[src/cdp_pkg.sv]
// constants shared by the comparator digital path
package cdp_pkg;
	localparam int ADDR_W = 4;
	localparam int DATA_W = 16;
	localparam logic [ADDR_W-1:0] CTRL_ADDR = 4'h0;
	localparam logic [ADDR_W-1:0] THR_ADDR = 4'h1;
	localparam logic [DATA_W-1:0] CTRL_RESET = 16'h0000;
	localparam logic [DATA_W-1:0] THR_RESET = 16'h0000;
	localparam logic [DATA_W-1:0] CTRL_WMASK = 16'hBFF7;
	localparam logic [DATA_W-1:0] THR_WMASK = 16'h0FFF;
	localparam int THR_W = 12;
	localparam int B_ON = 15;
	localparam int B_UNIMP = 14;
	localparam int B_IDLE_STOP = 13;
	localparam int B_HYST_HI = 12;
	localparam int B_HYST_LO = 11;
	localparam int B_FLT_EN = 10;
	localparam int B_FCLK_SEL = 9;
	localparam int B_REF_OE = 8;
	localparam int B_INSEL_HI = 7;
	localparam int B_INSEL_LO = 6;
	localparam int B_EXT_REF = 5;
	localparam int B_HYST_EDGE = 4;
	localparam int B_STATE = 3;
	localparam int B_ALT_IN = 2;
	localparam int B_INVERT = 1;
	localparam int B_FULL_SCALE = 0;
	localparam logic [1:0] STRETCH_TICKS = 2'h3;
	localparam logic [1:0] FILT_TICKS = 2'h3;
	localparam logic [1:0] CNT_ONE = 2'h1;
	localparam logic [1:0] CNT_ZERO = 2'h0;
	localparam logic [2:0] SRC_PIN_A = 3'h0;
	localparam logic [2:0] SRC_AMP1 = 3'h4;
	localparam logic [2:0] SRC_AMP2 = 3'h5;
	localparam logic [2:0] SRC_NONE = 3'h7;
	localparam logic [1:0] INSEL_AMP1 = 2'h0;
	localparam logic [1:0] INSEL_AMP2 = 2'h1;
endpackage : cdp_pkg

[src/cdp_comparator.sv]
// digital control and output path of one analog comparator channel
//
// Local design decisions: the strobed register port and the register offsets.
`timescale 1ns/10ps

module cdp_comparator (
	input wire logic i_clk, // 40 MHz system clock
	input wire logic i_rst_n, // synchronous reset, active low
	input wire logic [cdp_pkg::ADDR_W-1:0] i_addr, // register address
	input wire logic [cdp_pkg::DATA_W-1:0] i_wdata, // write data
	input wire logic i_wr, // write strobe
	input wire logic i_rd, // read strobe
	output logic [cdp_pkg::DATA_W-1:0] o_rdata, // read data, cycle after strobe
	input wire logic i_cmp_raw, // raw analog comparator output
	input wire logic i_pwm_clk_en, // one-cycle PWM clock tick
	input wire logic i_idle, // device in Idle mode
	input wire logic i_sleep, // device in Sleep mode
	input wire logic i_other_idle_stop, // OR of other channels' idle_stop
	output logic o_idle_stop, // this channel's idle_stop
	output logic o_comparator_on, // analog comparator enable
	output logic [2:0] o_src_sel, // input mux code
	output logic [1:0] o_hyst_amount, // hysteresis amount code
	output logic o_hyst_edge, // hysteresis edge select
	output logic o_ext_ref_sel, // DAC reference from external pin
	output logic o_full_scale, // DAC full scale select
	output logic o_ref_out_en, // DAC to reference output pin
	output logic [cdp_pkg::THR_W-1:0] o_threshold, // DAC threshold code
	output logic o_event, // filtered event level, registered from the filter output
	output logic o_irq, // interrupt request pulse
	output logic o_adc_trig, // ADC trigger pulse
	output logic o_wake // wake-up pulse
);
	import cdp_pkg::*;

	logic [DATA_W-1:0] ctrl_q;
	logic [DATA_W-1:0] thr_q;
	logic [DATA_W-1:0] rdata_q;
	logic [2:0] src_q;
	logic [1:0] str_cnt_q;
	logic [1:0] flt_cnt_q;
	logic filt_q;
	logic irq_q;
	logic adc_q;
	logic wake_q;
	logic pol;
	logic stretched;
	logic halt;
	logic run;
	logic tick;
	logic wr_ctrl;
	logic wr_thr;

	function automatic logic hit(input logic strobe, input logic [ADDR_W-1:0] a,
		input logic [ADDR_W-1:0] r);
		hit = strobe && (a == r);
	endfunction : hit

	assign wr_ctrl = hit(i_wr, i_addr, CTRL_ADDR);
	assign wr_thr = hit(i_wr, i_addr, THR_ADDR);

	// control register, bit 14 and state bit never stored
	always_ff @(posedge i_clk) begin
		if (!i_rst_n) begin
			ctrl_q <= CTRL_RESET;
		end else if (wr_ctrl) begin
			ctrl_q <= i_wdata & CTRL_WMASK;
		end
	end

	always_ff @(posedge i_clk) begin
		if (!i_rst_n) begin
			thr_q <= THR_RESET;
		end else if (wr_thr) begin
			thr_q <= i_wdata & THR_WMASK;
		end
	end

	// read data stand one cycle, zero otherwise and for unmapped addresses
	always_ff @(posedge i_clk) begin
		if (!i_rst_n) begin
			rdata_q <= '0;
		end else if (hit(i_rd, i_addr, CTRL_ADDR)) begin
			rdata_q <= ctrl_q | (DATA_W'(pol) << B_STATE);
		end else if (hit(i_rd, i_addr, THR_ADDR)) begin
			rdata_q <= thr_q;
		end else begin
			rdata_q <= '0;
		end
	end

	// input multiplexer code
	always_ff @(posedge i_clk) begin
		if (!i_rst_n) begin
			src_q <= SRC_PIN_A;
		end else if (!ctrl_q[B_ALT_IN]) begin
			src_q <= {1'b0, ctrl_q[B_INSEL_HI:B_INSEL_LO]};
		end else if (ctrl_q[B_INSEL_HI:B_INSEL_LO] == INSEL_AMP1) begin
			src_q <= SRC_AMP1;
		end else if (ctrl_q[B_INSEL_HI:B_INSEL_LO] == INSEL_AMP2) begin
			src_q <= SRC_AMP2;
		end else begin
			src_q <= SRC_NONE;
		end
	end

	assign pol = i_cmp_raw ^ ctrl_q[B_INVERT];
	assign halt = i_idle && (ctrl_q[B_IDLE_STOP] || i_other_idle_stop);
	assign run = ctrl_q[B_ON] && !halt;
	assign tick = run && (!ctrl_q[B_FCLK_SEL] || i_pwm_clk_en);

	// stretcher output rises with the event, counter holds it afterwards
	assign stretched = ctrl_q[B_ON] && (pol || (str_cnt_q != CNT_ZERO));

	always_ff @(posedge i_clk) begin
		if (!i_rst_n || !ctrl_q[B_ON]) begin
			str_cnt_q <= CNT_ZERO;
		end else if (pol) begin
			str_cnt_q <= STRETCH_TICKS;
		end else if (tick && (str_cnt_q != CNT_ZERO)) begin
			str_cnt_q <= str_cnt_q - CNT_ONE;
		end
	end

	// stability filter on the stretched signal
	always_ff @(posedge i_clk) begin
		if (!i_rst_n || !ctrl_q[B_ON]) begin
			flt_cnt_q <= CNT_ZERO;
			filt_q <= 1'b0;
		end else if (!ctrl_q[B_FLT_EN] && !halt) begin
			flt_cnt_q <= CNT_ZERO;
			filt_q <= stretched;
		end else if (stretched == filt_q) begin
			flt_cnt_q <= CNT_ZERO;
		end else if (tick) begin
			if (flt_cnt_q == FILT_TICKS - CNT_ONE) begin
				flt_cnt_q <= CNT_ZERO;
				filt_q <= stretched;
			end else begin
				flt_cnt_q <= flt_cnt_q + CNT_ONE;
			end
		end
	end

	// event fan-out, all consumers in the same cycle
	always_ff @(posedge i_clk) begin
		if (!i_rst_n) begin
			irq_q <= 1'b0;
			adc_q <= 1'b0;
			wake_q <= 1'b0;
		end else begin
			irq_q <= filt_q && !o_event;
			adc_q <= filt_q && !o_event;
			wake_q <= filt_q && !o_event && (i_sleep || i_idle);
		end
	end

	always_ff @(posedge i_clk) begin
		if (!i_rst_n) begin
			o_event <= 1'b0;
		end else begin
			o_event <= filt_q;
		end
	end

	assign o_rdata = rdata_q;
	assign o_idle_stop = ctrl_q[B_IDLE_STOP];
	assign o_comparator_on = ctrl_q[B_ON];
	assign o_src_sel = src_q;
	assign o_hyst_amount = ctrl_q[B_HYST_HI:B_HYST_LO];
	assign o_hyst_edge = ctrl_q[B_HYST_EDGE];
	assign o_ext_ref_sel = ctrl_q[B_EXT_REF];
	assign o_full_scale = ctrl_q[B_FULL_SCALE];
	assign o_ref_out_en = ctrl_q[B_REF_OE];
	assign o_threshold = thr_q[THR_W-1:0];
	assign o_irq = irq_q;
	assign o_adc_trig = adc_q;
	assign o_wake = wake_q;
endmodule : cdp_comparator

[config.mk]
export PLATFORM = sky130hd
export DESIGN_NAME = cdp_comparator
export DESIGN_NICKNAME = d
export VERILOG_FILES = /design/src/cdp_pkg.sv /design/src/cdp_comparator.sv
export SDC_FILE = /design/constraint.sdc
export NUM_CORES = 1
export LEC_CHECK = 0
export BUFFER_PORTS_ARGS = -buffer_cell sky130_fd_sc_hd__buf_2
export CAP_MARGIN = 20
export CORE_MARGIN = 2
export CORE_UTILIZATION = 30
export DETAILED_ROUTE_END_ITERATION = 16
export PLACE_DENSITY = 0.5
export SYNTH_ARGS = -nofsm -noshare
export SYNTH_HDL_FRONTEND = slang
export SYNTH_SLANG_ARGS = --single-unit
[constraint.sdc]
create_clock -name i_clk -period 2.3 [get_ports i_clk]
set_input_delay 0.115 -clock i_clk [delete_from_list [all_inputs] [get_ports i_clk]]
set_output_delay 0.115 -clock i_clk [all_outputs]
set_load 0.05 [all_outputs]
==> results of run 1 <==
-- worst register-to-register path, stage by stage (launching register included) --
cell and delay (ps):
dfxtp_1 350, o21ai_2 230, nand3_2 130, or3b_1 410, a2111oi_2 290
-- worst min-delay path by stage --
stage / from / to / slack (ps) / cells after the start
floorplan: i_sleep / o_wake / 230 / 1
global placement: i_sleep / o_wake / 320 / 2
detailed placement: i_sleep / o_wake / 320 / 2
CTS: i_sleep / o_wake / 4 / 2
global route: i_sleep / o_wake / 10 / 2
finish: i_sleep / o_wake / 20 / 2
-- area by class of cell --
cell class,instances,area (sq um),area share
Sequential cell,52,1041,0.4374
Multi-Input combinational cell,134,763.2,0.3207
Timing Repair Buffer,74,382.9,0.1609
Tap cell,77,96.34,0.04048
Clock buffer,5,68.82,0.02892
Inverter,4,15.01,0.006309
Clock inverter,2,12.51,0.005258
-- power by group --
group          total (uW)  switching (uW)  internal (uW)
clock                 489             283            207
sequential            911            4.75            906
combinational         113            73.7           39.7
total                1510             361           1150
-- kinds of logic after synthesis --
family                   share of synthesized area
AND/OR/NAND/NOR                             0.2089
XOR/XNOR                                   0.01380
other                                     0.001969
buffers and inverters                      0.05256
multiplexers                               0.05782
AO/OA/AOI/OAI                               0.1117
flip-flops                                  0.5466
adder cells (fa/ha/maj)                   0.006569
-- registers in the layout, summed over array words and instances, names as in the netlist --
name and count:
o_rdata 15, ctrl_q 14, thr_q 12, o_src_sel 3, flt_cnt_q 2, str_cnt_q 2, filt_q 1, o_adc_trig 1
o_event 1, o_wake 1
-- metrics by stage --
stage          power, uW  setup slack (ps)  cell area (sq um)  hold slack (ps)  cells
4_1_cts             1550             777.9               2380            3.955    348
5_1_grt             1597             677.1               2380            13.40    348
6_report            1514             808.5               2380            20.71    348
3_3_place_gp        1048             846.5               2298            316.1    341
3_5_place_dp        1048             793.3               2298            319.2    341
2_1_floorplan       1008             669.5               1904            225.2    206
-- layout by cell type (no fill, tap or decap), types with 2 or more instances in the layout --
master    count
xnor2_1       3
nor3_1        2
nor3b_1       3
buf_4         5
nor2b_1       2
nand2_1      23
mux2i_1      11
nor2_1       15
nand3_1      26
o21ai_1      26
clkbuf_8      5
dfxtp_1      52
inv_1         4
and2_1        2
a21oi_1       4
buf_2        69
-- metal layers --
layer / track usage / up-vias
met5: 0 / -
met3: 0.04748 / 2
met1: 0.1606 / 694
met2: 0.2051 / 44
li1: - / 827
met4: 0.03519 / 0
==> out/metrics.csv, run 1 <==
metric,value,unit
max cap viols,0,
global route overflow,0,
Final GP Congestion,0.7037,
Syn Nets,236,
IO buf count,69,
CTS root buf,clkbuf_8,
Critical Path RT,2500,ps
Yosys top cell area share,0.5466,
Crit path depth,4,
number of synthesized flops with an enable pin,0,
Clock transition at path regs,90,ps
initial antenna violation count,0,
sequential share of the synthesized area,0.5466,
post-synthesis cell type count,35,
TritonRoute pass-1 iters,4,
DR DRC count,0,
cell family with most CP delay,simple AND/OR/NAND/NOR gates,
die footprint,7001,sq um
status,completed,
CP endpoint kind,flip-flop,
max incr delay on CP,410,ps
met3 routed WL,272,um
FF-to-FF End,flt_cnt_q[1],
Synth Instances,206,
Max Clock Freq,670.5,MHz
Die X,83.67,um
CTS tree,yes,
PD cells,636.0,nW/um^2
synthesized area,1904,sq um
cells along the critical path,o21ai_2 -> nand3_2 -> or3b_1 -> a2111oi_2,
Post-CTS Setup Inserts,0,
CTS sink cnt,52,
hpwl dp,3043,um
most numerous cell in the Yosys netlist,dfxtp_1,
minimum clock period after layout,1491,ps
post-route antenna net violation count,0,
ANT cells,0,
Yosys Warn Count,0,
worst reg2reg path depth,4,
Post-synth top cells,"52 x dfxtp_1, 26 x nand3_1, 26 x o21ai_1, 23 x nand2_1, 15 x nor2_1",
Worst Clk Skew,7.080,ps
Synth Area per Inst,9.244,sq um
CTS H-Tree Depth,2,
flop-to-flop setup slack,810,ps
largest net degree at the start of global routing,32,
Hold Crit Class,in2reg,
floorplan core area,6241,sq um
Critical Path AT,1690,ps
final setup vio count,0,
final-report max-slew violation count,0,
Crit. Startpoint,ctrl_q[13],
Critical Path Source Type,flip-flop,
clk buf depth,2,
Num CTS Buffers,5,
"FF+latch count, synth",52,
hold buffers post-CTS,0,
total wire length,4305,um
"Hold Vio Cnt, Final",0,
Overall Global Routing Usage,0.1275,
Chip Height,83.67,um
worst skew pair latency,300,ps
Ports,72,
DRT met1 WL,2040,um
crit path max fanout,4,
vias in the first global route,1506,
worst vdd ir,0.2341,mV
Layout area overhead,24.97,%
largest cells by area after synthesis,"dfxtp_1 55%, nand3_1 6.8%, o21ai_1 6.8%",
DR iter-0 viols,74,
DR vias/cell,4.503,
unrepaired setup endpoints after global routing,false,
Cell Rows,29,
Synth Flop Type,dfxtp_1,
period utilization,0.6485,
final net count,301,
Total Neg Setup Slack,0,ps
met2 WL,1970,um
WS Path Type,reg2reg,
Filler cells,688,
Starting Density,0.3051,
FF-to-FF Start,ctrl_q[13],
"slowest stage cell, crit path",or3b_1,
"FFs w/ async S/R, synth",0,
crit path to,flt_cnt_q[1],
Top Metal Used,met4,
post-cts resize count,0,
Leak,0.001039,uW
post-layout util,0.3813,
first-pass GRT wire length,7182,um
routed len/inst,12.37,um
routed via count,1567,
share of post-route cells with drive strength above 1,0.3173,
WP buf/inv,0,
"area leader, netlist",dfxtp_1,
No activity file was read; power rests on OpenSTA's default activity.
==> inputs of run 2 (changes only) <==
==> constraint.sdc (replaced) <==
create_clock -name i_clk -period 1.55 [get_ports i_clk]
set_input_delay 0.0775 -clock i_clk [delete_from_list [all_inputs] [get_ports i_clk]]
set_output_delay 0.0775 -clock i_clk [all_outputs]
set_load 0.05 [all_outputs]
==> out/metrics.csv, run 2 (synthesis results as in run 1) <==
metric,value,unit
Critical Path RT,1750,ps
Ports,72,
Total Neg Setup Slack,0,ps
Crit. Startpoint,ctrl_q[13],
Hold Crit Class,in2reg,
DR vias/cell,4.451,
cells along the critical path,o21ai_4 -> nand3_2 -> or3b_1 -> a2111oi_2,
Placement Cell Area,2331,sq um
initial antenna violation count,0,
WP buf/inv,0,
ANT cells,0,
IO buf count,69,
total wire length,4475,um
combinational power share,0.080,
post-route antenna net violation count,0,
first-pass GRT wire length,7320,um
placed insts,345,
internal power,1773,uW
CTS tree,yes,
Critical Path Source Type,flip-flop,
max FFs per register,15,
final-report max-slew violation count,0,
most frequent cells in the layout,"69 x buf_2, 50 x dfxtp_1, 26 x nand3_1, 26 x o21ai_1, 23 x nand2_1",
CTS root buf,clkbuf_8,
Clock Power Share,0.340,
worst setup margin,99.63,ps
crit path max fanout,4,
Post-CTS Setup Inserts,0,
minimum clock period after layout,1450,ps
FF-to-FF Start,ctrl_q[13],
Seq pwr share,0.580,
Place WS,58.56,ps
period utilization,0.9357,
Leak,0.001087,uW
CP endpoint kind,flip-flop,
max incr delay on CP,400,ps
final setup vio count,0,
TritonRoute pass-1 iters,2,
status,completed,
"slowest stage cell, crit path",or3b_1,
floorplan core area,6241,sq um
Chip Height,83.67,um
PD cells,940.7,nW/um^2
net switching fraction of the power,0.2387,
cell family with most CP delay,simple AND/OR/NAND/NOR gates,
post-route insts no fill,357,
die footprint,7001,sq um
Max Clock Freq,689.5,MHz
max cap viols,0,
final instance area,2476,sq um
largest net degree at the start of global routing,26,
Die X,83.67,um
CTS H-Tree Depth,2,
Starting Density,0.3051,
DR DRC count,0,
routed len/inst,12.54,um
"most common cell after layout, fill and taps aside",buf_2,
worst skew pair latency,300,ps
Filler cells,687,
Net Sw Power,556.1,uW
Clock transition at path regs,90,ps
clk buf depth,2,
CTS sink cnt,52,
Cell Rows,29,
Final GP Congestion,0.6750,
vias in the first global route,1508,
DR iter-0 viols,33,
Overall Global Routing Usage,0.1300,
routed via count,1589,
share of post-route cells with drive strength above 1,0.3357,
Hold Crit Start,i_wdata[15],
Worst Clk Skew,2.776,ps
global route overflow,0,
hpwl dp,3194,um
Critical Path AT,1650,ps
WS Path Type,reg2reg,
"Hold Vio Cnt, Final",0,
unrepaired setup endpoints after global routing,false,
Num CTS Buffers,5,
Layout area overhead,30.03,%
final net count,309,
worst vdd ir,0.4044,mV
-- run 2: final timing paths --
kind | end | slack (ps) | depth (start not counted)
worst max-delay path | flt_cnt_q[1] | 100 | 4
worst min-delay path | ctrl_q[15] | 10 | 3
worst max register to register | flt_cnt_q[1] | 100 | 4
worst min register to register | o_adc_trig | 420 | 1
-- run 2: area by class of cell --
class / count / area [sq um] / area share
clock inverters: 2 / 10.01 / 0.004042
multi-input cells: 134 / 775.7 / 0.3133
clock buffers: 6 / 82.58 / 0.03335
inverters: 4 / 15.01 / 0.006064
flip-flops and latches: 52 / 1044 / 0.4214
well taps: 77 / 96.34 / 0.03891
repair buffers: 82 / 452.9 / 0.1829
-- run 2: what timing repair did --
action / 4_1_cts / 5_1_grt
resized for setup: 0 / 2
endpoints found under the hold margin: 4 / 0
endpoints found under the setup margin: 0 / 2
hold buffers: 4 / 0
-- run 2: stage by stage --
| stage | total power (uW) | utilization | hold WS [ps] |
|---|---|---|---|
| 3_5_place_dp | 1561 | 0.3735 | 284.7 |
| 6_report | 2329 | 0.3968 | 11.08 |
| 5_1_grt | 2447 | 0.3968 | 4.603 |
| 4_1_cts | 2375 | 0.3947 | 0.05315 |
| 2_1_floorplan | 1495 | - | 187.7 |
| 3_3_place_gp | 1560 | 0.3735 | 278.1 |
-- run 2: worst min-delay path: stages --
cell and delay, ps:
buf_2 110, nand2_1 50, o21ai_1 50
-- run 2: per-layer routing --
metal / vias to the layer above / routed length [um] / track usage
met5: - / 0 / 0
met4: 0 / 42 / 0.03079
met3: 5 / 273 / 0.04352
met2: 44 / 2086 / 0.2131
met1: 698 / 2072 / 0.1656
li1: 842 / - / -
-- run 2: power groups by stage --
stage,Sequential [uW],Clock [uW],Combinational [uW]
6_report,1350,792,186
5_1_grt,1350,889,204
4_1_cts,1350,837,186
3_5_place_dp,1380,0,178
3_3_place_gp,1380,0,177
2_1_floorplan,1410,0,88.4
==> inputs of run 3 (changes only) <==
--- a/config.mk
+++ b/config.mk
@@ -7,10 +7,11 @@
 export LEC_CHECK = 0
 export BUFFER_PORTS_ARGS = -buffer_cell sky130_fd_sc_hd__buf_2
 export CAP_MARGIN = 20
+export CORE_ASPECT_RATIO = 0.7
 export CORE_MARGIN = 2
 export CORE_UTILIZATION = 30
 export DETAILED_ROUTE_END_ITERATION = 16
-export PLACE_DENSITY = 0.5
+export PLACE_DENSITY = 0.64
 export SYNTH_ARGS = -nofsm -noshare
 export SYNTH_HDL_FRONTEND = slang
 export SYNTH_SLANG_ARGS = --single-unit
==> out/metrics.csv, run 3 (synthesis results as in run 1) <==
metric,value,unit
status,completed,
DR vias/cell,4.506,
Final GP Congestion,0.7990,
Critical Path AT,1670,ps
Starting Density,0.3078,
CTS root buf,clkbuf_8,
Overall Global Routing Usage,0.1300,
PD cells,937.3,nW/um^2
final net count,309,
CTS sink cnt,52,
first-pass GRT wire length,7258,um
post-layout total power,2335,uW
Max Clock Freq,684.5,MHz
TritonRoute pass-1 iters,4,
largest net degree at the start of global routing,25,
total wire length,4468,um
max cap viols,0,
Total Neg Setup Slack,0,ps
Cell Rows,24,
die footprint,7011,sq um
Clock transition at path regs,90,ps
ANT cells,0,
CTS H-Tree Depth,2,
global route overflow,0,
Leak,0.001085,uW
Critical Path Source Type,flip-flop,
WS Path Type,reg2reg,
Place WS,47.89,ps
Die X,99.23,um
Num CTS Buffers,5,
routed len/inst,12.48,um
Hold Crit Class,in2reg,
final-report max-slew violation count,0,
post-route antenna net violation count,0,
most frequent cells in the layout,"69 x buf_2, 50 x dfxtp_1, 26 x nand3_1, 26 x o21ai_1, 23 x nand2_1",
routed via count,1613,
Layout area overhead,30.81,%
Worst Clk Skew,7.000,ps
Ports,72,
minimum clock period after layout,1461,ps
DR iter-0 viols,37,
final setup vio count,0,
period utilization,0.9425,
vias in the first global route,1551,
CP endpoint kind,flip-flop,
DR DRC count,0,
max FFs per register,15,
Post-CTS Setup Inserts,0,
Chip Height,70.66,um
clk buf depth,2,
IO buf count,69,
worst vdd ir,0.3413,mV
worst setup margin,89.11,ps
hpwl dp,3260,um
floorplan core area,6186,sq um
post-layout util,0.4027,
CTS tree,yes,
share of post-route cells with drive strength above 1,0.3286,
"most common cell after layout, fill and taps aside",buf_2,
crit path max fanout,4,
"Hold Vio Cnt, Final",0,
Critical Path RT,1760,ps
worst skew pair latency,300,ps
initial antenna violation count,0,
[run 3: changes by cell type in the layout (fill, tap and decap cells not counted), sizes merged]
cell	previous run	this run
clkbuf	6	7
clkinvlp	0	1
dlygate4sd3	4	5
buf	78	77
clkinv	2	0
[run 3: repair_timing]
action | 4_1_cts | 5_1_grt
setup endpoints to repair | 0 | 2
endpoints found under the hold margin | 4 | 0
hold buffers | 5 | 0
resized for setup | 0 | 3
[run 3: layout make-up]
cell class / count / area (sq um)
Clock buffer: 7 / 86.33
Inverter: 4 / 15.01
Timing Repair Buffer: 82 / 455.4
Multi-Input combinational cell: 134 / 785.8
Fill cell: 638 / 3695
Clock inverter: 1 / 7.507
Sequential cell: 52 / 1044
Tap cell: 78 / 97.59
[run 3: worst max-delay path: stages (launching register included)]
cell and delay (ps):
dfxtp_2 360, o21ai_4 170, nand3_2 130, or3b_4 420
a2111oi_4 280
[run 3: power breakdown]
group          internal (uW)  leakage (uW)  switching [uW]
registers               1340      0.000420            7.19
clock network            364     0.0000445             432
logic                   70.8      0.000620             116
total                   1780       0.00108             556
[run 3: final timing paths]
| path | startpoint | end | slack, ps | cells past startpoint |
|---|---|---|---|---|
| min | i_wdata[15] | ctrl_q[15] | 20 | 3 |
| max | ctrl_q[13] | flt_cnt_q[1] | 90 | 4 |
| max reg2reg | ctrl_q[13] | flt_cnt_q[1] | 90 | 4 |
| min reg2reg | o_event | o_adc_trig | 430 | 1 |
[run 3: layer usage]
metal / GRT usage / share of wire / vias to the layer above
li1: - / - / 841
met1: 0.1758 / 0.50 / 715
met2: 0.2012 / 0.42 / 52
met3: 0.03854 / 0.070 / 5
met4: 0.04110 / 0.0094 / 0
met5: 0 / 0 / -
[run 3: per-stage QoR]
step / hold WS [ps] / area, sq um / std cells
after floorplan: 187.7 / 1907 / 206
after global placement: 275.9 / 2325 / 345
after detailed placement: 280.9 / 2325 / 345
after CTS: 13.48 / 2469 / 358
after global routing: 26.18 / 2491 / 358
final: 20.49 / 2491 / 358
